$ cat config.mk
export PLATFORM = sky130hd
export DESIGN_NAME = drsdp_refresh_port
export DESIGN_NICKNAME = d
export VERILOG_FILES = /design/src/rtl/drsdp_pkg.sv /design/src/rtl/drsdp_refresh_port.sv
export VERILOG_INCLUDE_DIRS = /design/src /design/src/rtl
export SDC_FILE = /design/constraint.sdc
export NUM_CORES = 1
export LEC_CHECK = 0
export ABC_CLOCK_PERIOD_IN_PS = 2900
export BUFFER_PORTS_ARGS = -buffer_cell sky130_fd_sc_hd__buf_4
export CAP_MARGIN = 15
export CORE_MARGIN = 3
export CORE_UTILIZATION = 52
export CTS_CLUSTER_DIAMETER = 40
export CTS_CLUSTER_SIZE = 10
export DETAILED_ROUTE_END_ITERATION = 6
export HOLD_SLACK_MARGIN = 0.05
export PLACE_DENSITY = 0.77
export RECOVER_POWER = 25
export SLEW_MARGIN = 20
export SYNTH_ARGS = -nofsm -noshare
export SYNTH_HDL_FRONTEND = slang
export SYNTH_SLANG_ARGS = --single-unit
$ cat constraint.sdc
create_clock -name sys_clk -period 2.9 [get_ports sys_clk]
set_input_delay 0.145 -clock sys_clk [delete_from_list [all_inputs] [get_ports sys_clk]]
set_output_delay 0.145 -clock sys_clk [all_outputs]
set_load 0.01 [all_outputs]
$ cat src/rtl/drsdp_params.svh
/*
 Register offsets, field positions, the memory control reset value and refresh count limits of the
 refresh and synchronous DRAM port. Assumes an AXI4-Lite slave decoding
 word addresses with these byte offsets.
*/
`ifndef DRSDP_PARAMS_SVH
`define DRSDP_PARAMS_SVH
`define DRSDP_OFF_MCR     8'h00
`define DRSDP_OFF_REFRESH_TIMER_CTRL_STATUS   8'h04
`define DRSDP_OFF_REFRESH_TIMER_COUNT   8'h08
`define DRSDP_OFF_REFRESH_COMPARE_VALUE   8'h0C
`define DRSDP_OFF_REFRESH_COUNT_REG    8'h10
`define DRSDP_OFF_BUS_CONTROL_ONE    8'h14
`define DRSDP_OFF_STATUS  8'h18
// Memory control fields
`define DRSDP_MCR_MODE    0
`define DRSDP_MCR_RFEN    1
`define DRSDP_MCR_TRAS    4
`define DRSDP_MCR_TRC     8
`define DRSDP_MCR_AMX     12
`define DRSDP_MCR_ADDRESS_MUX_EXTEND  15
`define DRSDP_MCR_SZ      16
`define DRSDP_MCR_BURST   18
`define DRSDP_MCR_HOLD    19
// Timer control/status fields
`define DRSDP_CS_CKS      0
`define DRSDP_CS_COUNT_LIMIT_SELECT     3
`define DRSDP_CS_OVERFLOW_IRQ_ENABLE     4
`define DRSDP_CS_OVF      5
`define DRSDP_CS_SELF     6
// Bus control fields
`define DRSDP_BC_TYPE     0
`define DRSDP_BC_HIZ      3
`define DRSDP_BC_LITTLE   4
`define DRSDP_TYPE_A3     3'h2
`define DRSDP_TYPE_A23    3'h3
`define DRSDP_LIMIT_LO    10'h3FF
`define DRSDP_LIMIT_HI    10'h1FF
`define DRSDP_RESET_MCR   32'h00000000
`endif

$ cat src/rtl/drsdp_pkg.sv
/*
 Types of the refresh and synchronous DRAM port.
 Assumes drsdp_params.svh is included alongside.
*/
`default_nettype none
package drsdp_pkg;
	typedef enum logic [3:0] {
		ST_IDLE   = 4'b0001,
		ST_RAS    = 4'b0010,
		ST_PRECH  = 4'b0100,
		ST_SELF   = 4'b1000
	} drsdp_state_type;
	typedef struct packed {
		logic rasN;
		logic casN;
		logic rdWrN;
		logic cke;
	} drsdp_strobe_type;
	typedef struct packed {
		logic        sleep;
		logic        standby;
		logic        manualReset;
		logic        busReleased;
		logic        clockChange;
	} drsdp_power_type;
endpackage
`default_nettype wire

$ cat src/rtl/drsdp_refresh_port.sv
/*
 Refresh timer, refresh counter with overflow event, refresh cycle sequencer,
 self-refresh, CKE, byte masks, command encoding and address multiplexing.
 Assumes an AXI4-Lite master on sys_clk and asynchronous bus pins.
*/
// Decided for this implementation: the placing of the registers and register access over AXI4-Lite.
`timescale 1ns/10ps
`default_nettype none
`include "drsdp_params.svh"
module drsdp_refresh_port
	import drsdp_pkg::*;
(
	// Clock and reset
	input  wire logic              sys_clk,
	input  wire logic              resetn,
	// AXI4-Lite slave
	input  wire logic [7:0]        awaddr,
	input  wire logic              awvalid,
	output logic                   awready,
	input  wire logic [31:0]       wdata,
	input  wire logic [3:0]        wstrb,
	input  wire logic              wvalid,
	output logic                   wready,
	output logic [1:0]             bresp,
	output logic                   bvalid,
	input  wire logic              bready,
	input  wire logic [7:0]        araddr,
	input  wire logic              arvalid,
	output logic                   arready,
	output logic [31:0]            rdata,
	output logic [1:0]             rresp,
	output logic                   rvalid,
	input  wire logic              rready,
	// System state and external bus
	input  wire drsdp_power_type   powerIn,
	input  wire logic              busBusy,
	input  wire logic              accessReq,
	input  wire logic              accessWrite,
	input  wire logic [25:0]       accessAddr,
	input  wire logic [7:0]        accessBytes,
	input  wire logic              accessArea3,
	// DRAM pins
	output drsdp_strobe_type       strobe,
	output logic                   strobeOe,
	output logic                   refreshAck,
	output logic                   overflowIrq,
	output logic [7:0]             dqmN,
	output logic [17:0]            addrOut,
	output logic                   cs2N,
	output logic                   cs3N,
	output logic                   sdramArea2,
	output logic                   sdramArea3,
	output logic [5:0]             burstBytes
);
	localparam logic [1:0] RESP_OK  = 2'h0;
	localparam logic [1:0] RESP_ERR = 2'h2;

	// Pin synchronisers
	drsdp_power_type pwrMeta, pwr;
	logic [1:0]      busMeta, busSync;
	always_ff @(posedge sys_clk or negedge resetn) begin
		if (!resetn) begin
			pwrMeta <= '0;
			pwr     <= '0;
			busMeta <= 2'h0;
			busSync <= 2'h0;
		end else begin
			pwrMeta <= powerIn;
			pwr     <= pwrMeta;
			busMeta <= {busBusy, accessReq};
			busSync <= busMeta;
		end
	end
	wire logic busHeld = busSync[1];
	wire logic accReq  = busSync[0];

	// Registers
	logic [31:0] memory_control_reg, next_mcr;
	logic [6:0]  csr, next_csr;
	logic [9:0]  cnt, next_cnt, cor, next_cor, rfc, next_rfc;
	logic [4:0]  bcr, next_bcr;
	logic [11:0] pre, next_pre;
	logic        pending, next_pending;
	logic        rowOpen, next_rowOpen;
	logic [2:0]  stepCnt, next_stepCnt;
	drsdp_state_type state, next_state;
	logic        awSeen, next_awSeen, wSeen, next_wSeen, bv, next_bv;
	logic [7:0]  awLat, next_awLat;
	logic [31:0] wLat, next_wLat, rd, next_rd;
	logic [1:0]  br, next_br, rr, next_rr;
	logic        rv, next_rv;

	function automatic logic [31:0] merge(input logic [31:0] old, input logic [31:0] val,
		input logic [3:0] be);
		for (int i = 0; i < 4; i++)
			merge[i*8 +: 8] = be[i] ? val[i*8 +: 8] : old[i*8 +: 8];
	endfunction

	// Prescaler tap per clock select; 0 stops the timer
	function automatic logic tick(input logic [2:0] sel, input logic [11:0] p);
		case (sel)
			3'h0: tick = 1'b0;
			3'h1: tick = p[1:0] == 2'h3;
			3'h2: tick = p[3:0] == 4'hF;
			3'h3: tick = p[5:0] == 6'h3F;
			3'h4: tick = p[7:0] == 8'hFF;
			3'h5: tick = p[9:0] == 10'h3FF;
			default: tick = p == 12'hFFF;
		endcase
	endfunction

	wire logic [2:0] cks     = csr[`DRSDP_CS_CKS +: 3];
	wire logic       selfReq = csr[`DRSDP_CS_SELF];
	wire logic       cbrOn   = !memory_control_reg[`DRSDP_MCR_MODE] && memory_control_reg[`DRSDP_MCR_RFEN];
	wire logic [9:0] limit   = csr[`DRSDP_CS_COUNT_LIMIT_SELECT] ? `DRSDP_LIMIT_LO : `DRSDP_LIMIT_HI;
	wire logic       match   = cnt == cor;
	wire logic       startRef = state == ST_IDLE && pending && !busHeld && cbrOn;
	wire logic       ovfEvent = state == ST_RAS && stepCnt == 3'h0 && rfc + 10'h1 == limit;

	wire logic wrGo = (awSeen || awvalid) && (wSeen || wvalid) && !bv;
	wire logic [7:0]  wA = awSeen ? awLat : awaddr;
	wire logic [31:0] wD = wSeen ? wLat : wdata;
	wire logic        wrOk = wA == `DRSDP_OFF_MCR || wA == `DRSDP_OFF_REFRESH_TIMER_CTRL_STATUS ||
		wA == `DRSDP_OFF_REFRESH_TIMER_COUNT || wA == `DRSDP_OFF_REFRESH_COMPARE_VALUE || wA == `DRSDP_OFF_REFRESH_COUNT_REG ||
		wA == `DRSDP_OFF_BUS_CONTROL_ONE;

	always_comb begin
		next_mcr = memory_control_reg; next_csr = csr; next_cnt = cnt; next_cor = cor;
		next_rfc = rfc; next_bcr = bcr; next_pending = pending;
		next_state = state; next_stepCnt = stepCnt; next_rowOpen = rowOpen;
		next_pre = pre + 12'h1;
		next_awSeen = awSeen; next_wSeen = wSeen; next_awLat = awLat; next_wLat = wLat;
		next_bv = bv; next_br = br; next_rv = rv; next_rr = rr; next_rd = rd;
		// Timer counts from its present value
		if (tick(cks, pre))
			next_cnt = cnt + 10'h1;
		if (match && cks != 3'h0 && cbrOn)
			next_pending = 1'b1;
		case (state)
			ST_IDLE: begin
				if (selfReq && cbrOn)
					next_state = ST_SELF;
				else if (startRef) begin
					next_state   = ST_RAS;
					next_pending = 1'b0;
					next_cnt     = 10'h0;
					next_stepCnt = memory_control_reg[`DRSDP_MCR_TRAS +: 3];
				end
			end
			ST_RAS: begin
				if (stepCnt == 3'h0) begin
					next_state   = ST_PRECH;
					next_stepCnt = memory_control_reg[`DRSDP_MCR_TRC +: 3];
					if (ovfEvent) begin
						next_rfc = 10'h0;
						next_csr[`DRSDP_CS_OVF] = 1'b1;
					end else
						next_rfc = rfc + 10'h1;
				end else
					next_stepCnt = stepCnt - 3'h1;
			end
			ST_PRECH: begin
				if (stepCnt == 3'h0)
					next_state = ST_IDLE;
				else
					next_stepCnt = stepCnt - 3'h1;
			end
			ST_SELF: begin
				if (!selfReq) begin
					next_state   = ST_PRECH;
					next_stepCnt = memory_control_reg[`DRSDP_MCR_TRC +: 3];
					next_pending = 1'b1;
				end
			end
			default: next_state = ST_IDLE;
		endcase
		// Row held open only between accesses; refresh or bus loss closes it
		if (pending || busHeld || state != ST_IDLE)
			next_rowOpen = 1'b0;
		else if (accReq && memory_control_reg[`DRSDP_MCR_HOLD] && accessArea3)
			next_rowOpen = 1'b1;
		// AXI4-Lite write side
		if (awvalid && !awSeen && !wrGo) begin
			next_awSeen = 1'b1; next_awLat = awaddr;
		end
		if (wvalid && !wSeen && !wrGo) begin
			next_wSeen = 1'b1; next_wLat = wdata;
		end
		if (wrGo) begin
			next_awSeen = 1'b0; next_wSeen = 1'b0; next_bv = 1'b1;
			next_br = wrOk ? RESP_OK : RESP_ERR;
			case (wA)
				`DRSDP_OFF_MCR:   next_mcr = merge(memory_control_reg, wD, wstrb);
				`DRSDP_OFF_REFRESH_TIMER_CTRL_STATUS: begin
					next_csr[4:0] = wD[4:0];
					next_csr[`DRSDP_CS_SELF] = wD[`DRSDP_CS_SELF];
					// Overflow flag clears on write of 0; a new event wins
					if (!wD[`DRSDP_CS_OVF] && !ovfEvent)
						next_csr[`DRSDP_CS_OVF] = 1'b0;
				end
				`DRSDP_OFF_REFRESH_TIMER_COUNT: next_cnt = wD[9:0];
				`DRSDP_OFF_REFRESH_COMPARE_VALUE: next_cor = wD[9:0];
				`DRSDP_OFF_REFRESH_COUNT_REG:  next_rfc = wD[9:0];
				`DRSDP_OFF_BUS_CONTROL_ONE:  next_bcr = wD[4:0];
				default: ;
			endcase
		end
		if (bv && bready)
			next_bv = 1'b0;
		// AXI4-Lite read side
		if (arvalid && !rv) begin
			next_rv = 1'b1;
			next_rr = RESP_OK;
			case (araddr)
				`DRSDP_OFF_MCR:    next_rd = memory_control_reg;
				`DRSDP_OFF_REFRESH_TIMER_CTRL_STATUS:  next_rd = {25'h0, csr};
				`DRSDP_OFF_REFRESH_TIMER_COUNT:  next_rd = {22'h0, cnt};
				`DRSDP_OFF_REFRESH_COMPARE_VALUE:  next_rd = {22'h0, cor};
				`DRSDP_OFF_REFRESH_COUNT_REG:   next_rd = {22'h0, rfc};
				`DRSDP_OFF_BUS_CONTROL_ONE:   next_rd = {27'h0, bcr};
				`DRSDP_OFF_STATUS: next_rd = {26'h0, rowOpen, pending, state};
				default: begin
					next_rd = 32'h0; next_rr = RESP_ERR;
				end
			endcase
		end else if (rv && rready)
			next_rv = 1'b0;
	end

	always_ff @(posedge sys_clk or negedge resetn) begin
		if (!resetn) begin
			memory_control_reg <= `DRSDP_RESET_MCR; csr <= 7'h0; cnt <= 10'h0; cor <= 10'h0;
			rfc <= 10'h0; bcr <= 5'h0; pre <= 12'h0; pending <= 1'b0;
			state <= ST_IDLE; stepCnt <= 3'h0; rowOpen <= 1'b0;
			awSeen <= 1'b0; wSeen <= 1'b0; awLat <= 8'h0; wLat <= 32'h0;
			bv <= 1'b0; br <= 2'h0; rv <= 1'b0; rr <= 2'h0; rd <= 32'h0;
		end else begin
			memory_control_reg <= next_mcr; csr <= next_csr; cnt <= next_cnt; cor <= next_cor;
			rfc <= next_rfc; bcr <= next_bcr; pre <= next_pre; pending <= next_pending;
			state <= next_state; stepCnt <= next_stepCnt; rowOpen <= next_rowOpen;
			awSeen <= next_awSeen; wSeen <= next_wSeen; awLat <= next_awLat;
			wLat <= next_wLat; bv <= next_bv; br <= next_br; rv <= next_rv;
			rr <= next_rr; rd <= next_rd;
		end
	end

	assign awready = !awSeen && !bv;
	assign wready  = !wSeen && !bv;
	assign bvalid  = bv;
	assign bresp   = br;
	assign arready = !rv;
	assign rvalid  = rv;
	assign rresp   = rr;
	assign rdata   = rd;

	// Pin side, registered
	logic [2:0] memType;
	logic [7:0] maskLane;
	logic [17:0] rowAddr;
	logic [3:0]  colBits;
	logic        isSdram;
	always_comb begin
		memType = bcr[`DRSDP_BC_TYPE +: 3];
		isSdram = memType == `DRSDP_TYPE_A3 || memType == `DRSDP_TYPE_A23;
		// Masks active low; lane order follows endian mode
		for (int i = 0; i < 8; i++)
			maskLane[i] = bcr[`DRSDP_BC_LITTLE] ? !accessBytes[i] : !accessBytes[7 - i];
		// Row address: pin n shows address bit n plus column width, top pins keep own bit
		colBits = (memory_control_reg[`DRSDP_MCR_ADDRESS_MUX_EXTEND] || memory_control_reg[`DRSDP_MCR_AMX +: 3] > 3'h4) ? 4'hC :
			4'h8 + {1'b0, memory_control_reg[`DRSDP_MCR_AMX +: 3]};
		rowAddr[0] = 1'b0;
		for (int i = 1; i < 18; i++)
			rowAddr[i] = (i + colBits < 26) ? accessAddr[i + colBits] : accessAddr[i];
	end
	wire logic refRas = state == ST_RAS;
	wire logic selfOn = state == ST_SELF;
	always_ff @(posedge sys_clk or negedge resetn) begin
		if (!resetn) begin
			strobe <= '{rasN: 1'b1, casN: 1'b1, rdWrN: 1'b1, cke: 1'b0};
			strobeOe <= 1'b0; refreshAck <= 1'b0; overflowIrq <= 1'b0;
			dqmN <= 8'hFF; addrOut <= 18'h0; cs2N <= 1'b1; cs3N <= 1'b1;
			sdramArea2 <= 1'b0; sdramArea3 <= 1'b0; burstBytes <= 6'h0;
		end else begin
			// REF/SELF: RAS and CAS low, read/write high; others via access path
			strobe.rasN  <= !(refRas || selfOn || rowOpen);
			strobe.casN  <= !(refRas || selfOn);
			strobe.rdWrN <= !(accReq && accessWrite && !refRas && !selfOn);
			strobe.cke   <= !(selfOn || pwr.clockChange);
			strobeOe     <= !((pwr.busReleased || pwr.standby) && !bcr[`DRSDP_BC_HIZ]);
			refreshAck   <= pending || refRas;
			overflowIrq  <= csr[`DRSDP_CS_OVF] && csr[`DRSDP_CS_OVERFLOW_IRQ_ENABLE];
			dqmN         <= maskLane;
			addrOut      <= rowOpen ? {accessAddr[17:2], 2'h0} : {rowAddr[17:2], 2'h0};
			// Shared strobes qualified by chip selects
			cs2N <= !(accReq && !accessArea3 && memType == `DRSDP_TYPE_A23);
			cs3N <= !((accReq && accessArea3) || refRas || selfOn);
			sdramArea2 <= memType == `DRSDP_TYPE_A23;
			sdramArea3 <= isSdram;
			burstBytes <= isSdram ? 6'h20 : (memory_control_reg[`DRSDP_MCR_BURST] ? 6'h20 : 6'h4);
		end
	end
endmodule
`default_nettype wire
-- Yosys cells after proc, flatten, opt, wreduce, memory -nomap -nowiden
Cells that the tools add are included.
- equal/unequal tests: 38
- reduce and logical (&&, ||, !) cells: 98
- mux-type cells: 111
- order comparisons: 33
- add/subtract/negate cells: 21
- operators with widths (operator ; number):
    $lt A32 B5 Y1 const B ; 16
    $pmux W32 S7 ; 1
    $mux W10 ; 12
    $lt A5 B6 Y1 const B ; 14
    $bmux W1 S5 ; 16
    $mux W1 ; 58
    $add A4 B4 Y5 const A ; 8
    $eq A8 B5 Y1 const B ; 5
    $eq A8 B4 Y1 const B ; 4
    $mux W32 ; 1
    $logic_and A1 B1 Y1 ; 31
    $logic_not A1 Y1 ; 28
    $mux W4 ; 6
    $mux W6 ; 4
    $add A10 B1 Y10 const B ; 2
    $add A3 B4 Y5 const A ; 4
    $eq A10 B10 Y1 ; 2
    $logic_or A1 B1 Y1 ; 18
    $mux W18 ; 1
    $eq A8 B3 Y1 const B ; 2
    $logic_not A8 Y1 ; 2
    $pmux W4 S4 ; 1
    $mux W3 ; 5
    $add A12 B1 Y12 const B ; 1
    other kinds (36) ; 59
- bits in registers: 228
- output and inout port bits: 84
- input bits: 102

-- Depth between registers and ports, before layout
- word-level depth: 9
- gate-level depth with buffers: 14

-- Worst setup path after synthesis
No wires, ideal clock.
- kind: reg-to-reg
- start: register memory_control_reg[14]
- end: register addrOut[3]
- clock period less this slack: 3.189 ns
- slack: -0.289 ns
- stages on the path, launching flop included: 15
- arrival time: 3.122 ns
- path through: dfrtp_1 > or2_2 > buf_2 > clkinv_1 > nand2_2 > clkinv_1 > buf_2 > ha_1 > clkbuf_1 > a21o_1 > buf_2 > mux4_2 > nor2b_1 > a211oi_2 > o32a_1
- cells in the longest elaborated chain, start to end: 8
- elaborated cells on any way between the ends: 10
- those cells by class: add/sub: 2; order compare: 2; mux: 5; reduce/logical: 1
- ends and longest elaborated chain (item ; line ; source):
    start, declared ; drsdp_refresh_port.sv:78 ; logic [31:0] memory_control_reg, next_mcr;
    start signal, assigned ; drsdp_refresh_port.sv:238 ; memory_control_reg <= next_mcr; csr <= next_csr; cnt <= next_cnt; cor <= next_cor;
    branches (longest 2 deep; another with $add A4 B3 Y4) ; n/a ;
    $mux W4 (*) ; drsdp_refresh_port.sv:269 ; colBits = (memory_control_reg[`DRSDP_MCR_ADDRESS_MUX_EXTEND] || memory_control_reg[`DRSDP_MCR_AMX +: 3] > 3'h4 ...
    $add A2 B4 Y5 (*) ; drsdp_refresh_port.sv:273 ; rowAddr[i] = (i + colBits < 26) ? accessAddr[i + colBits] : accessAddr[i];
    branches (longest 2 deep; another with $lt A32 B5 Y1) ; n/a ;
    $mux W1 (*) ; drsdp_refresh_port.sv:273 ;
    $mux W18 (*) ; drsdp_refresh_port.sv:293 ; addrOut <= rowOpen ? {accessAddr[17:2], 2'h0} : {rowAddr[17:2], 2'h0};
    end signal, assigned ; drsdp_refresh_port.sv:293 ;
    end, declared ; drsdp_refresh_port.sv:48 ; output logic [17:0] addrOut,
Mark *: on every way between the ends. The select of a mux whose other input is x is not followed.
A chain may end at the register's enable or synchronous reset.

-- Worst setup path after layout
- start: register memory_control_reg[14]
- end: register addrOut[7]
- cells in the longest elaborated chain, start to end: 8
- elaborated cells on any way between the ends: 10
- those cells by class: add/sub: 2; order compare: 2; mux: 5; reduce/logical: 1
- ends and longest elaborated chain (item ; line):
    branches (longest 2 deep; another with $add A4 B3 Y4) ; n/a
    $mux W4 (*) ; drsdp_refresh_port.sv:269
    $add A3 B4 Y5 (*) ; drsdp_refresh_port.sv:273
    branches (longest 2 deep; another with $lt A32 B5 Y1) ; n/a
    $mux W1 (*) ; drsdp_refresh_port.sv:273
    $mux W18 (*) ; drsdp_refresh_port.sv:293
Marks and branches as above.

==> results.json <==
{
  "critical_path_class": "flop to flop",
  "synth_top_area_share_pct": 45.5,
  "finalHoldViolations": 0,
  "cts_tree": "yes",
  "hold_start": "araddr[2]",
  "worstReg2RegEnd": "addrOut[7]$_DFF_PN0_",
  "reg2reg_depth": 10,
  "seq_area_frac_synth_pct": 48.8,
  "wl_per_cell_microns": 19.4,
  "fmax_ghz": 0.369,
  "cp-end-kind": "flop",
  "finalNetCount": 1434,
  "reg2reg_slack_ns": 0.19,
  "clk_latency_ns": 0.52,
  "ant_nets": 0,
  "post-synth-top-count-cell": "dfrtp_1",
  "min_to": "rdata[0]$_DFFE_PN0P_",
  "netlist_instances": 1056,
  "cp-start-kind": "flop",
  "root_buffer": "clkbuf_16",
  "synth_ff_type": "dfrtp_1",
  "peakVddDrop_mv": 0.895,
  "crit_top_cell": "ha_1",
  "crit_start": "memory_control_reg[14]$_DFFE_PN0P_",
  "synth_top_family_by_area": "multiplexers",
  "rows": 53,
  "ys_ff_latch": 220,
  "initial_core_util_pct": 53.4,
  "violations": "capacitance limit, slew limit",
  "synth_top_area_cell": "dfrtp_1",
  "register_area_sq_um": 5520,
  "grt_max_degree": 94,
  "via_per_inst": 5.89,
  "coreArea_sq_um": 21200,
  "path_cells": "or2_2 > clkinv_4 > nand2_4 > ha_1 > inv_1 > ha_1 > nand2_1 > or4b_2 > o211ai_1 > a31oi_1",
  "synth_cell_type_count": 77,
  "setup_tns_ns": 0,
  "die_w_microns": 154,
  "skew_ns": 0.0154,
  "fin_hold_ws_ns": 0.118,
  "grt_pass1_vias": 9666,
  "path_clk_slew_ns": 0.05,
  "syn-cell-area_sq_um": 11300,
  "crit_path_top_delay_cell": "or4b_2",
  "overflow": 0,
  "status": "finished with violations",
  "finalCriticalPeriod_ns": 2.71,
  "pre_cts_slack_ns": 0.207,
  "yosys-top-cells-count": "dfrtp_1 (206), nand2_1 (122), o21ai_0 (91)",
  "yosysWarnings": 0,
  "power.leakage_uw": 0.00668,
  "cp_max_fo": 10,
  "finalWorstSetupSlack_ns": 0.187,
  "synth.avg_cell_area_sq_um": 10.7,
  "worstPathRequired_ns": 3.27,
  "yosys-mux-area-fraction_pct": 16.1,
  "synthSimpleGateAreaFrac_pct": 12.4,
  "slew-limit-headroom_pct": -60.4,
  "cts_setup_buffers": 0,
  "drive_gt1_share_pct": 26.0,
  "htreeDepth": 2,
  "wirelength_mm": 31.3,
  "synth-edff-count": 0,
  "vias": 9520,
  "routabilityCongestion": 0.890,
  "clock_sinks": 220,
  "p_per_area_nw_per_um2": 855,
  "drc_errors": 0,
  "cts_made_buffers": 36,
  "min_path_cells": 3,
  "drt-initial-drc-count": 731,
  "arrival_ns": 3.09,
  "synth_compound_area_share_pct": 14.1,
  "nFillCells": 1533,
  "synth_fa_ha_area_share_pct": 1.88,
  "rr_startpoint": "memory_control_reg[14]$_DFFE_PN0P_",
  "async_reset_ff_share_pct": 100,
  "setup_viol": 0,
  "hp-class": "primary input to flop",
  "finalPower_uw": 12800,
  "synthTopCellsByArea": "dfrtp_1 (46%), mux2i_1 (7.4%), mux2_2 (4.7%)",
  "slowest_delay_ns": 0.62,
  "period_share_pct": 93.6,
  "area_delta_synth_final_pct": 32.1,
  "finalMaxSlewViolations": 92,
  "drtPass1Iterations": 5,
  "rsz0062_at_grt": "false",
  "grt_use_total_pct": 26.5,
  "dp_hpwl_mm": 20.8,
  "cap_violations": 1,
  "final_cell_count_no_fill": 1615,
  "die_h_microns": 154,
  "cts_buffer_depth": 3,
  "antenna_found_initial": 0,
  "grt_pass1_wl_mm": 51.2,
  "multiInputGateArea_sq_um": 5420,
  "io_buffers": 175,
  "design.die.area_sq_um": 23600,
  "dp_cells": 1470,
  "synth_xor_area_share_pct": 2.78,
  "ioPinCount": 186,
  "worstMarginPinSlew_ns": 2.41
}
## per-layer routing
metal  global-route usage (%)  up-vias  wire length (microns)
met5                        0        -                      0
met4                     9.92        0                   1100
met3                     6.22       81                   2650
met2                     41.1      416                  14300
met1                     36.7     4639                  13300
li1                         -     4384                      -
## area by class of cell
type / instances / share of cell area (%)
antenna: 1 / 0.0167
clock buffer: 44 / 6.49
clock inverter: 18 / 1.74
inverter: 23 / 0.677
multi-input combinational: 746 / 36.2
sequential: 220 / 36.9
tap: 275 / 2.30
timing repair buffer: 288 / 15.7
## report_power, final
group	internal, uW	switching (uW)
sequential	3850	629
clock	2840	1520
combinational	1920	2020
## worst max-delay path, delay by kind of cell (launching register included)
| family | cells | cell delay, ns |
|---|---|---|
| adders and majority gates | 2 | 0.57 |
| DFF | 1 | 0.40 |
| and+or+nand+nor | 4 | 1.26 |
| AOI/OAI and AO/OA | 2 | 0.17 |
| buffers and inverters | 2 | 0.16 |
## how the worst max path moves through the flow
| stage | to |
|---|---|
| 4_1_cts | addrOut[7]$_DFF_PN0_ |
| 3_5_place_dp | addrOut[7]$_DFF_PN0_ |
| 3_3_place_gp | addrOut[7]$_DFF_PN0_ |
| 5_1_grt | memory_control_reg[24]$_DFFE_PN0P_ |
| 2_1_floorplan | addrOut[3]$_DFF_PN0_ |
| 6_report | addrOut[7]$_DFF_PN0_ |
## repair_timing
item | in CTS | in global routing
endpoints found under the setup margin | 0 | 7
hold buffers | 82 | 0
hold endpoints to repair | 186 | 0
resized for setup | 0 | 3
## cell usage in the layout, fill, tap and decap left out, types with 9 or more instances in the layout
cell type and count:
inv_1 20, a21oi_1 32, a22o_1 25, nor2_1 32, dfrtp_1 205, nand2_1 122
o211ai_1 9, clkbuf_16 36, dlygate4sd3_1 82, mux2_2 47, buf_4 186, mux2i_1 84
nor3_1 18, mux4_2 12, clkbuf_1 16, xnor2_1 22, xor2_1 14, nor4_1 11
dfstp_2 14, nand3_1 35, ha_1 17, o22ai_1 16, nor2b_1 12, a31oi_1 10
o21ai_0 91
## through the flow
stage | util, % | instance area (sq um)
finish | 70.5 | 15000
global route | 70.5 | 15000
CTS | 70.7 | 15000
detailed placement | 61.0 | 12900
global placement | 61.0 | 12900
floorplan | - | 11400
## kinds of logic (layout without fill, tap and decap cells)
group	after synthesis	after routing
mux	150	150
simple gates	290	290
xor+xnor	36	36
other cells	1	9
flops	220	220
fa+ha+maj	17	17
compound gates	245	245
buf+inv	97	373
Power figures use the tool's default switching activity.
